### config.mk
export PLATFORM = sky130hd
export DESIGN_NAME = cst_charger_end_flat
export DESIGN_NICKNAME = d
export VERILOG_FILES = /design/src/logic/cst_pkg.sv /design/src/logic/cst_link_if.sv /design/src/logic/cst_safety_timer.sv /design/src/logic/cst_charger_end.sv /design/src/flat_wrapper.sv
export SDC_FILE = /design/constraint.sdc
export NUM_CORES = 1
export LEC_CHECK = 0
export ABC_CLOCK_PERIOD_IN_PS = 4400
export BUFFER_PORTS_ARGS = -buffer_cell sky130_fd_sc_hd__buf_2
export CORE_MARGIN = 4
export CORE_UTILIZATION = 60
export CTS_CLUSTER_SIZE = 40
export DETAILED_ROUTE_END_ITERATION = 10
export PLACE_DENSITY = 0.81
export SLEW_MARGIN = 30
export SYNTH_ARGS = -nofsm -noshare
export SYNTH_HDL_FRONTEND = slang
export SYNTH_SLANG_ARGS = --single-unit
### constraint.sdc
create_clock -name clk -period 4.4 [get_ports clk]
set_input_delay 0.66 -clock clk [delete_from_list [all_inputs] [get_ports clk]]
set_output_delay 0.66 -clock clk [all_outputs]
set_load 0.005 [all_outputs]
### src/logic/cst_pkg.sv
package cst_pkg;
  // Link register addresses inside the charger
  localparam logic [1:0] ADDR_CTRL = 2'h0;
  localparam logic [1:0] ADDR_STAT = 2'h1;
  localparam logic [1:0] ADDR_VREG = 2'h2;
  localparam logic [1:0] ADDR_CURR = 2'h3;
  // Control register fields
  localparam int CTRL_TERM_EN  = 0;
  localparam int CTRL_CE       = 1;
  localparam int CTRL_RESET    = 2;
  localparam int CTRL_KICK     = 3;
  localparam int CTRL_MODE_LSB = 4;
  localparam logic [7:0] CTRL_RST_VAL = 8'h02;
  localparam logic [7:0] CTRL_WR_MASK = 8'h3B;
  // Current register fields; cap code 0 is the 100 mA setting
  localparam int CURR_CAP_LSB   = 0;
  localparam int CURR_FAST_LSB  = 2;
  localparam int CURR_TAPER_LSB = 6;
  localparam logic [7:0] CURR_RST_VAL = 8'h00;
  // Regulation voltage: 3.5 V plus 20 mV per code, code 47 is 4.44 V
  localparam logic [5:0] VREG_MAX_CODE = 6'h2F;
  localparam logic [7:0] VREG_RST_VAL  = 8'h02;
  // Operating modes
  localparam logic [1:0] MODE_CHARGE = 2'h0;
  localparam logic [1:0] MODE_BOOST  = 2'h1;
  localparam logic [1:0] MODE_HIZ    = 2'h2;
  // Condition codes
  localparam logic [2:0] COND_READY    = 3'h0;
  localparam logic [2:0] COND_CHARGING = 3'h1;
  localparam logic [2:0] COND_DONE     = 3'h2;
  localparam logic [2:0] COND_FAULT    = 3'h3;
  // Timing
  localparam int CLK_HZ          = 20_000_000;
  localparam int CYC_PER_US      = CLK_HZ / 1_000_000;
  localparam int TICK_US         = 1000;
  localparam int TICK_CYC_DEF    = CYC_PER_US * TICK_US;
  localparam int LONG_MIN        = 32;
  localparam int LONG_TICKS_DEF  = LONG_MIN * 60 * (1_000_000 / TICK_US);
  localparam int SHORT_S         = 32;
  localparam int SHORT_TICKS_DEF = SHORT_S * (1_000_000 / TICK_US);
  localparam int FAULT_PULSE_US  = 128;
  localparam logic [11:0] FAULT_PULSE_CYC = 12'(CYC_PER_US * FAULT_PULSE_US);
  // Host-side AXI4-Lite map
  localparam logic [3:0] HOST_CMD_OFF = 4'h0;
  localparam logic [3:0] HOST_RES_OFF = 4'h4;
  localparam int CMD_ADDR_LSB = 8;
  localparam int CMD_READ_BIT = 16;
  localparam logic [1:0] RESP_OKAY   = 2'h0;
  localparam logic [1:0] RESP_SLVERR = 2'h2;

  typedef enum logic [2:0] {PH_OFF, PH_PRE, PH_FAST, PH_CV, PH_DONE, PH_FAULT} cst_phase_t;
  typedef enum logic [1:0] {H_IDLE, H_STB, H_WAIT} cst_hstate_t;
endpackage

### src/logic/cst_link_if.sv
`timescale 1ns/1ps
`default_nettype none
interface cst_link_if;
  logic       wrStb;
  logic       rdStb;
  logic [1:0] addr;
  logic [7:0] wData;
  logic [7:0] rData;
  logic       statO;
  logic       statOe;
  wire        statLine;

  // Open-drain indicator with a pull-up
  assign statLine = statOe ? statO : 1'b1;

  modport dev (input wrStb, input rdStb, input addr, input wData, output rData, output statO, output statOe);
  modport host (output wrStb, output rdStb, output addr, output wData, input rData, input statLine);
endinterface
`default_nettype wire

### src/logic/cst_safety_timer.sv
`timescale 1ns/1ps
`default_nettype none
module cst_safety_timer #(
  parameter int TICKS = 32
) (
  input  wire logic clk,
  input  wire logic rst,
  input  wire logic tick,
  input  wire logic run,
  input  wire logic start,
  input  wire logic stop,
  output logic      active,
  output logic      expired
);
  logic [20:0] cnt_r;

  assign expired = active && run && tick && (cnt_r == 21'(TICKS - 1));

  always_ff @(posedge clk or posedge rst) begin
    if (rst) begin
      cnt_r  <= 21'h000000;
      active <= 1'b0;
    end else if (start) begin
      cnt_r  <= 21'h000000;
      active <= 1'b1;
    end else if (stop || expired) begin
      active <= 1'b0;
    end else if (active && run && tick) begin
      cnt_r <= cnt_r + 21'h000001;
    end
  end
endmodule
`default_nettype wire

### src/logic/cst_charger_end.sv
// Operation
// - Below short threshold, precharge with fixed current
// - Ramp to fast current, limited by cap
// - Input cap defaults 100 mA, host reprograms
// - Regulation voltage register, 3.5 to 4.44 V
// - Terminate at taper level above recharge
// - Termination bit zero disables taper termination
// - Recharge below regulation minus offset
// - Automatic variant: power-up below weak restarts
// - Enable toggle or reset bit restarts
// - Long timer at start, stopped by writes
// - Short timer starts when a write stops long
// - Kick bit restarts short timer, self-clears
// - Short expiry: defaults, long restart, resume
// - Long expiry: charger off, fault code
// - Fault clears on reset; status held until read
// - Synchronous only above low-side current minimum
// - Modes charge, boost, high impedance only
// - Thermal shutdown stops switching, freezes timers
// - Fault emits one 128 us indicator pulse
//
// Decided for this implementation: the placing of the registers and the AXI4-Lite interface to the registers.
`timescale 1ns/1ps
`default_nettype none
module cst_charger_end
  import cst_pkg::*;
#(
  parameter int TICK_CYC     = TICK_CYC_DEF,
  parameter int LONG_TICKS   = LONG_TICKS_DEF,
  parameter int SHORT_TICKS  = SHORT_TICKS_DEF,
  parameter bit AUTO_VARIANT = 1'b1
) (
  input  wire logic  clk,
  input  wire logic  rst,
  cst_link_if.dev    link,
  input  wire logic  vbatBelowShort,
  input  wire logic  vbatBelowReg,
  input  wire logic  vbatBelowRecharge,
  input  wire logic  vbatBelowWeak,
  input  wire logic  taperReached,
  input  wire logic  vbusPorPulse,
  input  wire logic  lowSideAboveMin,
  input  wire logic  thermalShutdown,
  output logic       chargerOn,
  output logic       prechargeOn,
  output logic       boostOn,
  output logic       switchEn,
  output logic       syncRectOn,
  output logic [3:0] currentCode,
  output logic [1:0] inputCapCode,
  output logic [1:0] taperCode,
  output logic [5:0] regVoltageCode
);
  function automatic logic isCharging(input cst_phase_t p);
    return (p == PH_PRE) || (p == PH_FAST) || (p == PH_CV);
  endfunction

  // Fast-current code that a given input cap still allows
  function automatic logic [3:0] capLimit(input logic [1:0] cap);
    case (cap)
      2'h0:    return 4'h1;
      2'h1:    return 4'h6;
      2'h2:    return 4'hA;
      default: return 4'hF;
    endcase
  endfunction

  cst_phase_t  phase_r;
  cst_phase_t  phaseNxt;
  logic [7:0]  ctrl_r;
  logic [7:0]  vreg_r;
  logic [7:0]  curr_r;
  logic [14:0] tbCnt_r;
  logic        tick;
  logic [3:0]  ramp_r;
  logic [3:0]  rampTarget;
  logic [2:0]  cond_r;
  logic [2:0]  condNxt;
  logic        readSince_r;
  logic [11:0] pulseCnt_r;
  logic [7:0]  rData_r;
  logic        hostWr;
  logic        wrCtrl;
  logic        ceToggle;
  logic        resetSet;
  logic        loadDef;
  logic        newCycle;
  logic        allowed;
  logic        termDone;
  logic        chargeStart;
  logic        chargeEnd;
  logic        longActive;
  logic        longExpired;
  logic        shortActive;
  logic        shortExpired;
  logic        shortStart;
  logic [1:0]  mode;

  assign hostWr   = link.wrStb;
  assign wrCtrl   = hostWr && (link.addr == ADDR_CTRL);
  assign ceToggle = wrCtrl && (link.wData[CTRL_CE] != ctrl_r[CTRL_CE]);
  assign resetSet = wrCtrl && link.wData[CTRL_RESET];
  assign loadDef  = resetSet || shortExpired;
  assign mode     = ctrl_r[CTRL_MODE_LSB +: 2];
  assign allowed  = ctrl_r[CTRL_CE] && (mode == MODE_CHARGE);
  assign termDone = ctrl_r[CTRL_TERM_EN] && taperReached && !vbatBelowRecharge;

  assign newCycle = ceToggle || resetSet || shortExpired
                 || ((phase_r == PH_DONE) && vbatBelowRecharge)
                 || (AUTO_VARIANT && vbusPorPulse && vbatBelowWeak);

  // Shared time base for both timers; frozen in thermal shutdown
  always_ff @(posedge clk or posedge rst) begin
    if (rst) begin
      tbCnt_r <= 15'h0000;
    end else if (!thermalShutdown) begin
      tbCnt_r <= tick ? 15'h0000 : tbCnt_r + 15'h0001;
    end
  end
  assign tick = !thermalShutdown && (tbCnt_r == 15'(TICK_CYC - 1));

  // Register file reached over the link
  always_ff @(posedge clk or posedge rst) begin
    if (rst) begin
      ctrl_r <= CTRL_RST_VAL;
      vreg_r <= VREG_RST_VAL;
      curr_r <= CURR_RST_VAL;
    end else if (loadDef) begin
      ctrl_r <= CTRL_RST_VAL;
      vreg_r <= VREG_RST_VAL;
      curr_r <= CURR_RST_VAL;
    end else begin
      if (wrCtrl) begin
        ctrl_r <= link.wData & CTRL_WR_MASK;
      end else begin
        ctrl_r[CTRL_KICK] <= 1'b0;
      end
      if (hostWr && (link.addr == ADDR_VREG)) begin
        // Codes past 4.44 V are clamped rather than wrapped
        vreg_r <= (link.wData[5:0] > VREG_MAX_CODE) ? {2'h0, VREG_MAX_CODE} : {2'h0, link.wData[5:0]};
      end
      if (hostWr && (link.addr == ADDR_CURR)) begin
        curr_r <= link.wData;
      end
    end
  end

  always_comb begin
    phaseNxt = phase_r;
    case (phase_r)
      PH_FAULT: phaseNxt = PH_FAULT;
      default: begin
        if (longExpired) begin
          phaseNxt = PH_FAULT;
        end else if (!allowed) begin
          phaseNxt = PH_OFF;
        end else if ((phase_r == PH_DONE) && !newCycle) begin
          phaseNxt = PH_DONE;
        end else if ((phase_r == PH_CV) && !newCycle && termDone) begin
          phaseNxt = PH_DONE;
        end else if (vbatBelowShort) begin
          phaseNxt = PH_PRE;
        end else if (vbatBelowReg) begin
          phaseNxt = PH_FAST;
        end else begin
          phaseNxt = PH_CV;
        end
      end
    endcase
  end

  always_ff @(posedge clk or posedge rst) begin
    if (rst) begin
      phase_r <= PH_OFF;
    end else begin
      phase_r <= phaseNxt;
    end
  end

  assign chargeStart = (isCharging(phaseNxt) && !isCharging(phase_r)) || shortExpired;
  assign chargeEnd   = isCharging(phase_r) && !isCharging(phaseNxt);
  assign shortStart  = isCharging(phase_r) && !chargeStart
                    && ((hostWr && longActive) || ctrl_r[CTRL_KICK]);

  cst_safety_timer #(
    .TICKS (LONG_TICKS)
  ) longTimer (
    .clk     (clk),
    .rst     (rst),
    .tick    (tick),
    .run     (!thermalShutdown),
    .start   (chargeStart),
    .stop    (hostWr || chargeEnd),
    .active  (longActive),
    .expired (longExpired)
  );

  cst_safety_timer #(
    .TICKS (SHORT_TICKS)
  ) shortTimer (
    .clk     (clk),
    .rst     (rst),
    .tick    (tick),
    .run     (!thermalShutdown),
    .start   (shortStart),
    .stop    (chargeStart || chargeEnd),
    .active  (shortActive),
    .expired (shortExpired)
  );

  // Current steps up one code per tick toward the smaller of fast setting and cap; drops to it at once
  assign rampTarget = (curr_r[CURR_FAST_LSB +: 4] < capLimit(curr_r[CURR_CAP_LSB +: 2]))
                    ? curr_r[CURR_FAST_LSB +: 4] : capLimit(curr_r[CURR_CAP_LSB +: 2]);

  always_ff @(posedge clk or posedge rst) begin
    if (rst) begin
      ramp_r <= 4'h0;
    end else if (!((phase_r == PH_FAST) || (phase_r == PH_CV)) || loadDef) begin
      ramp_r <= 4'h0;
    end else if (ramp_r > rampTarget) begin
      ramp_r <= rampTarget;
    end else if (tick && (ramp_r < rampTarget)) begin
      ramp_r <= ramp_r + 4'h1;
    end
  end

  always_comb begin
    case (phase_r)
      PH_FAULT:              condNxt = COND_FAULT;
      PH_DONE:               condNxt = COND_DONE;
      PH_PRE, PH_FAST, PH_CV: condNxt = COND_CHARGING;
      default:               condNxt = COND_READY;
    endcase
  end

  // A new code waits until the host has read the previous one
  always_ff @(posedge clk or posedge rst) begin
    if (rst) begin
      cond_r <= COND_READY;
    end else if (readSince_r && (cond_r != condNxt)) begin
      cond_r <= condNxt;
    end
  end

  // A read in the same cycle as an update keeps the flag set
  always_ff @(posedge clk or posedge rst) begin
    if (rst) begin
      readSince_r <= 1'b1;
    end else if (link.rdStb && (link.addr == ADDR_STAT)) begin
      readSince_r <= 1'b1;
    end else if (cond_r != condNxt) begin
      readSince_r <= 1'b0;
    end
  end

  always_ff @(posedge clk or posedge rst) begin
    if (rst) begin
      rData_r <= 8'h00;
    end else if (link.rdStb) begin
      case (link.addr)
        ADDR_CTRL: rData_r <= ctrl_r;
        ADDR_STAT: rData_r <= {3'h0, shortActive, longActive, cond_r};
        ADDR_VREG: rData_r <= vreg_r;
        default:   rData_r <= curr_r;
      endcase
    end
  end
  assign link.rData = rData_r;

  always_ff @(posedge clk or posedge rst) begin
    if (rst) begin
      pulseCnt_r <= 12'h000;
    end else if ((phaseNxt == PH_FAULT) && (phase_r != PH_FAULT)) begin
      pulseCnt_r <= FAULT_PULSE_CYC;
    end else if (pulseCnt_r != 12'h000) begin
      pulseCnt_r <= pulseCnt_r - 12'h001;
    end
  end

  // Indicator pulled low while charging or during the fault pulse
  assign link.statO  = 1'b0;
  assign link.statOe = isCharging(phase_r) || (pulseCnt_r != 12'h000);

  assign chargerOn      = isCharging(phase_r);
  assign prechargeOn    = (phase_r == PH_PRE);
  assign boostOn        = ctrl_r[CTRL_CE] && (mode == MODE_BOOST) && (phase_r != PH_FAULT)
                       && !thermalShutdown;
  assign switchEn       = ((phase_r == PH_FAST) || (phase_r == PH_CV) || boostOn) && !thermalShutdown;
  assign syncRectOn     = switchEn && lowSideAboveMin;
  assign currentCode    = ramp_r;
  assign inputCapCode   = curr_r[CURR_CAP_LSB +: 2];
  assign taperCode      = curr_r[CURR_TAPER_LSB +: 2];
  assign regVoltageCode = vreg_r[5:0];
endmodule
`default_nettype wire

### src/flat_wrapper.sv
// flat-port wrapper written by rule: the top's interface ports become plain ports
module cst_charger_end_flat import cst_pkg::*;
#(
  parameter int TICK_CYC     = TICK_CYC_DEF,
  parameter int LONG_TICKS   = LONG_TICKS_DEF,
  parameter int SHORT_TICKS  = SHORT_TICKS_DEF,
  parameter bit AUTO_VARIANT = 1'b1
)
  (clk, rst, vbatBelowShort, vbatBelowReg, vbatBelowRecharge, vbatBelowWeak, taperReached, vbusPorPulse, lowSideAboveMin, thermalShutdown, chargerOn, prechargeOn, boostOn, switchEn, syncRectOn, currentCode, inputCapCode, taperCode, regVoltageCode, link_wrStb, link_rdStb, link_addr, link_wData, link_rData, link_statO, link_statOe);
  cst_link_if link_i ();
  input  wire logic clk;
  input  wire logic rst;
  input  wire logic vbatBelowShort;
  input  wire logic vbatBelowReg;
  input  wire logic vbatBelowRecharge;
  input  wire logic vbatBelowWeak;
  input  wire logic taperReached;
  input  wire logic vbusPorPulse;
  input  wire logic lowSideAboveMin;
  input  wire logic thermalShutdown;
  output logic chargerOn;
  output logic prechargeOn;
  output logic boostOn;
  output logic switchEn;
  output logic syncRectOn;
  output logic [3:0] currentCode;
  output logic [1:0] inputCapCode;
  output logic [1:0] taperCode;
  output logic [5:0] regVoltageCode;
  input wire logic [$bits(link_i.wrStb)-1:0] link_wrStb;
  input wire logic [$bits(link_i.rdStb)-1:0] link_rdStb;
  input wire logic [$bits(link_i.addr)-1:0] link_addr;
  input wire logic [$bits(link_i.wData)-1:0] link_wData;
  output wire logic [$bits(link_i.rData)-1:0] link_rData;
  output wire logic [$bits(link_i.statO)-1:0] link_statO;
  output wire logic [$bits(link_i.statOe)-1:0] link_statOe;
  assign link_i.wrStb = link_wrStb;
  assign link_i.rdStb = link_rdStb;
  assign link_i.addr = link_addr;
  assign link_i.wData = link_wData;
  assign link_rData = link_i.rData;
  assign link_statO = link_i.statO;
  assign link_statOe = link_i.statOe;
  cst_charger_end #(.TICK_CYC(TICK_CYC), .LONG_TICKS(LONG_TICKS), .SHORT_TICKS(SHORT_TICKS), .AUTO_VARIANT(AUTO_VARIANT)) u_core (.clk(clk), .rst(rst), .link(link_i), .vbatBelowShort(vbatBelowShort), .vbatBelowReg(vbatBelowReg), .vbatBelowRecharge(vbatBelowRecharge), .vbatBelowWeak(vbatBelowWeak), .taperReached(taperReached), .vbusPorPulse(vbusPorPulse), .lowSideAboveMin(lowSideAboveMin), .thermalShutdown(thermalShutdown), .chargerOn(chargerOn), .prechargeOn(prechargeOn), .boostOn(boostOn), .switchEn(switchEn), .syncRectOn(syncRectOn), .currentCode(currentCode), .inputCapCode(inputCapCode), .taperCode(taperCode), .regVoltageCode(regVoltageCode));
endmodule
Yosys cells after proc, flatten, opt, wreduce, memory -nomap -nowiden
Cells that the tools add are included.

word-level totals
  flip-flop bits (word level) = 114
  bits of input ports = 22
  output and inout bits = 29
  word-level logic and storage cells = 162

operators by class
  add/sub/neg operators = 5
  order comparisons = 4
  equal/unequal tests = 23
  muxes and demuxes = 38
  reduce and logical (&&, ||, !) cells = 77

operator list
  operator                                                                  count
  21-bit two-way mux                                                        6
  21-bit by 1-bit adder with 21-bit output (second input constant)          2
  8-bit two-way mux                                                         5
  1-bit logical AND                                                         34
  12-bit two-way mux                                                        2
  8-bit case mux with 3 select lines                                        1
  21-bit by 15-bit equality test with 1-bit output (second input constant)  1
  21-bit equality test (second input constant)                              1
  3-bit two-way mux                                                         7
  4-bit two-way mux                                                         5
  1-bit logical OR                                                          19
  2-bit nonzero test                                                        9
  15-bit by 1-bit adder with 15-bit output (second input constant)          1
  15-bit equality test (second input constant)                              1
  15-bit two-way mux                                                        1
  3-bit by 2-bit equality test with 1-bit output (second input constant)    4
  4-bit case mux with 3 select lines                                        1
  12-bit nonzero test                                                       1
  12-bit by 1-bit subtractor with 12-bit output (second input constant)     1
  3-bit equality test (second input constant)                               3
  4-bit less-than comparator                                                2
  1-bit two-way mux                                                         8
  1-bit zero test                                                           7
  2-bit by 1-bit equality test with 1-bit output (second input constant)    3
  other kinds (15)                                                          22

Depth between registers and ports, before layout
  word-level depth = 25
  depth in mapped cells = 16
  gate-level depth less buffers = 16

Modules after synthesis
Synthesis repeated with hierarchy kept, for this count alone.

second synthesis, totals
  cells, all modules = 639
  area total of the unflattened synthesis = 6177.2 um^2

by module, submodules not included
  module                                 times used  cells an instance  area each (um^2)
  cst_charger_end                        1           367                3616.0
  cst_safety_timer at u_core.shortTimer  1           139                1306.3
  cst_safety_timer at u_core.longTimer   1           133                1255.0

Worst setup path after synthesis
Ideal clock, no wire load.

  path type = reg-to-reg
  start point = register u_core.curr_r[0]
  end point = register u_core.ramp_r[1], in the netlist u_core.currentCode[1]
  setup time = 0.149 ns
  arrival = 3.013 ns
  data required time = 4.251 ns
  slack = 1.238 ns
  stages on the path, launching flop included = 17
  buffers on the path = 0
  path through = dfrtp_1 inv_1 ha_1 ha_1 o21a_1 o21ai_0 a21oi_1 nand2_1 o21ai_0 ha_1 nor2b_1 o21a_1 o21ai_0 and3_1 mux2_2 nor2_1 a211oi_1

on the way
  word-level cells in the longest chain between the ends = 7
  elaborated cells between the ends (all ways) = 12
  those cells by class = 3 x order compare; 2 x eq/ne; 4 x mux; 3 x reduce/logical

ends and longest elaborated chain
  element                                                                  line                                            RTL
  start: declaration                                                       cst_charger_end.sv:72                           logic [7:0] curr_r;
  start signal: assignment                                                 cst_charger_end.sv:143                          curr_r <= link.wData;
  2-bit equality test, or another cell as far along                        cst_charger_end.sv:60                           case (cap)
  4-bit case mux with 3 select lines *                                     cst_charger_end.sv:60
  4-bit less-than comparator                                               cst_charger_end.sv:212                          assign rampTarget = (curr_r[CURR_FAST_LSB +: 4] < capLimit(curr_r[CURR_CAP_LSB +: 2]))
  4-bit two-way mux *                                                      cst_charger_end.sv:213                          ? curr_r[CURR_FAST_LSB +: 4] : capLimit(curr_r[CURR_CAP_LSB +: 2]);
  4-bit > comparator / 4-bit less-than comparator (equally long branches)  cst_charger_end.sv:220, cst_charger_end.sv:222
  4-bit two-way mux / 1-bit logical AND (equally long branches)            cst_charger_end.sv:220, cst_charger_end.sv:222
  4-bit two-way mux / 3-bit nonzero test (equally long branches)           n/a
  end signal: assignment                                                   cst_charger_end.sv:221                          ramp_r <= rampTarget;
  end signal: assignment                                                   cst_charger_end.sv:223                          ramp_r <= ramp_r + 4'h1;
  end: declaration                                                         cst_charger_end.sv:75                           logic [3:0] ramp_r;

Mark *: on every way between the ends. The rest lies on a longest branch, timed or not.
A chain may end at the register's enable or synchronous reset.

Worst setup path in the final report
Same ends and word-level chain as after synthesis.

==> out/metrics.csv <==
stage,metric,value,unit
cts,clock-sinks,108,
job,drv_cap,0,
cts,post-cts-setup-buffers,0,
cts,hold_buffers,0,
global_routing,grt_pass1_wl,23100,um
setup_path,reg2reg_depth,16,
timing,finalCritPeriodShare,83.7,%
floorplan,num_io_pins,51,
detailed_routing,drtAntennaViolNets,0,
cells_and_area,stdcell_count,827,
yosys,async_reset_ff_share,100,%
cts,cts_resized,0,
yosys,syn_area,0.00619,mm^2
yosys,ys_types,62,
cts,worstSkewPairLatency,390,ps
global_routing,grt_max_degree,80,
cts,cts_tree,done,
cells_and_area,layout-drive-gt1-share,13.5,%
global_routing,overflow,0,
setup_path,worstSetupPathType,flop to flop,
detailed_routing,wirelength,14100,um
timing,setup_tns,0,ps
timing,skew,13.6,ps
timing,finalHoldViolCount,0,
cells_and_area,final_common_cell,dfrtp_1,
timing,max_freq,0.272,GHz
floorplan,die_area,0.0120,mm^2
timing,setup_viol_count_final,0,
setup_path,crit_arrival,3930,ps
timing,slew_headroom,44.3,%
global_routing,grtUsageTotal,24.6,%
floorplan,core-area,0.00991,mm^2
setup_path,r2r-start,u_core.curr_r[0],
yosys,seq_area_frac_synth,43.7,%
timing,tightest_slew,829,ps
cells_and_area,seqCellArea,0.00271,mm^2
cells_and_area,multi_input_area,0.00329,mm^2
timing,slew_violations,0,
yosys,synth_enable_flop_cells,0,
cts,numCtsBuffers,9,
yosys,ys_seq_elements,108,
pwr,power-per-cell-area,378,mW/mm^2
detailed_routing,first_pass_iters,5,
timing,rsz0062_at_grt,no,
placed_design,place_area,0.00651,mm^2
cells_and_area,n_antenna_cell,0,
yosys,synth_area_per_cell,9.48,um^2
cts,clk_pin_slew_worst_paths,110,ps
worst_hold_path,min_path_type,input pin to async pin,
pwr,p_leak,2.96,nW
cells_and_area,nets,727,
timing,fin_crit,3680,ps
setup_path,required,4640,ps
cts,cts-root-buf,clkbuf_8,
status,status,finished clean,
yosys,syn-num-nets,691,
setup_path,rrSetupSlack,720,ps
cells_and_area,fin_area,0.00671,mm^2
floorplan,rows,36,
floorplan,die_w,110,um
yosys,synth_cells,653,
floorplan,initial_utilization,62.4,%
global_routing,antenna_found_initial,0,
global_routing,grt_pass1_vias,4798,
cells_and_area,nFillCells,745,
placed_design,globalplace.congestion,0.912,
setup_path,end_kind,flop,
pwr,irDropWorstVdd,0.279,mV
setup_path,path_max_fanout,6,
detailed_routing,vias,5159,
detailed_routing,viasPerCell,6.24,
yosys,yosysWarningCount,0,
placed_design,dp_hpwl,10100,um
yosys,synth_ff_type,dfrtp_1,
placed_design,port_buffers,49,
cts,cts_buffer_depth,2,
floorplan,die_y,110,um
detailed_routing,drc,0,
setup_path,reg2reg_to,u_core.currentCode[1],
setup_path,startpoint_type,flop,
cells_and_area,layout_common_cells,"105 x dfrtp_1, 70 x nor2_1, 49 x buf_2",
placed_design,dp_cells,811,
detailed_routing,drt-wirelength-per-cell,17.0,um
cts,htree_levels,3,
cells_and_area,area_growth,8.41,%
pwr,p_total,0.00254,W
detailed_routing,drtIter0Drc,519,
## stage by stage
step	util, %	setup slack (ps)	hold WS, ps
final	67.7	717	371
after global routing	67.7	441	404
after CTS	67.6	751	419
after detailed placement	65.7	839	502
after global placement	65.7	1090	481
after floorplan	-	899	458
## where the power goes
group	switching, W	internal [W]
clock	0.000345	0.000266
sequential	0.000140	0.00112
combinational	0.000393	0.000273
total	0.000878	0.00166
## worst max-delay path, cell delays in order, from the launching register on
cell and delay (ps):
dfrtp_1 460, inv_1 100, ha_1 240, ha_1 280
o21a_1 110, o21ai_0 70, a21oi_1 330, nand2_1 110
o21ai_0 140, ha_1 300, nor2b_1 130, o21a_1 160
o21ai_0 320, and3_1 260, mux2_2 340, nor2_1 110
a211oi_1 60
## layer usage
metal | GRT usage [%] | vias to the layer above | share of wire [%]
met4 | 7.21 | 0 | 1.7
met1 | 33.4 | 2501 | 45
met5 | 0 | - | 0
met3 | 5.99 | 18 | 7.2
li1 | - | 2436 | -
met2 | 39.4 | 204 | 46
## layout make-up
class	instances	share of cell area, %
clock buffers	11	1.96
clock inverters	5	0.895
inverters	16	0.970
multi-input cells	499	49.0
flip-flops and latches	108	40.3
well taps	133	2.48
repair buffers	55	4.33
## Yosys cell counts, drive strengths merged, types with 4 or more instances
cell type | number | area share (%)
inv | 16 | 0.97
nand2 | 35 | 2.1
o31ai | 5 | 0.61
o21ai | 36 | 2.9
buf | 10 | 0.99
and3 | 19 | 1.9
mux2 | 6 | 1.1
nand4 | 26 | 2.9
nor2 | 71 | 4.3
nor2b | 10 | 1.0
ha | 16 | 3.2
nand2b | 11 | 1.1
and4 | 5 | 0.71
nor3b | 4 | 0.49
nand3b | 4 | 0.49
or3 | 18 | 1.8
dfrtp | 105 | 42
a31oi | 4 | 0.40
nand4b | 5 | 0.71
xor2 | 30 | 4.2
a21oi | 34 | 2.9
o21a | 11 | 1.3
mux4 | 4 | 1.5
nand3 | 31 | 2.5
a211oi | 5 | 0.61
and2 | 7 | 0.71
xnor2 | 15 | 2.1
nor4 | 12 | 1.5
or4 | 12 | 1.5
mux2i | 17 | 2.7
nor4bb | 4 | 0.65
or4b | 4 | 0.65
clkbuf | 20 | 1.2
nor3 | 14 | 1.1
## flip-flops by register name, summed over array words and instances (netlist names)
| name | flops |
|---|---|
| u_core.curr_r | 8 |
| u_core.ctrl_r | 5 |
| u_core.link.rData | 8 |
| u_core.currentCode | 4 |
| u_core.pulseCnt_r | 12 |
| u_core.cond_r | 2 |
| u_core.shortTimer.cnt_r | 21 |
| u_core.longTimer.cnt_r | 21 |
| u_core.readSince_r | 1 |
| u_core.shortTimer.active | 1 |
| u_core.vreg_r | 6 |
| u_core.tbCnt_r | 15 |
| u_core.phase_r | 3 |
| u_core.longTimer.active | 1 |
## kinds of logic (layout without fill, tap and decap cells)
kind of cell | Yosys count | count (layout) | share of synthesized area, %
multiplexers | 27 | 27 | 5.30
buffers and inverters | 46 | 87 | 3.19
AO/OA/AOI/OAI | 108 | 108 | 10.5
adder cells (fa/ha/maj) | 16 | 16 | 3.23
flip-flops | 108 | 108 | 43.7
other | 1 | 1 | 0.0606
XOR/XNOR | 45 | 45 | 6.37
AND/OR/NAND/NOR | 302 | 302 | 27.6
## how the worst max path moves through the flow
stage / start / to / depth (start not counted)
after floorplan: rst / u_core.cond_r[0] / 1
after global placement: u_core.curr_r[1] / u_core.currentCode[1] / 16
after detailed placement: u_core.curr_r[0] / u_core.currentCode[1] / 16
after CTS: u_core.curr_r[0] / u_core.currentCode[1] / 16
after global routing: u_core.curr_r[0] / u_core.currentCode[1] / 16
final: u_core.curr_r[0] / u_core.currentCode[1] / 16
Power figures use the tool's default switching activity.
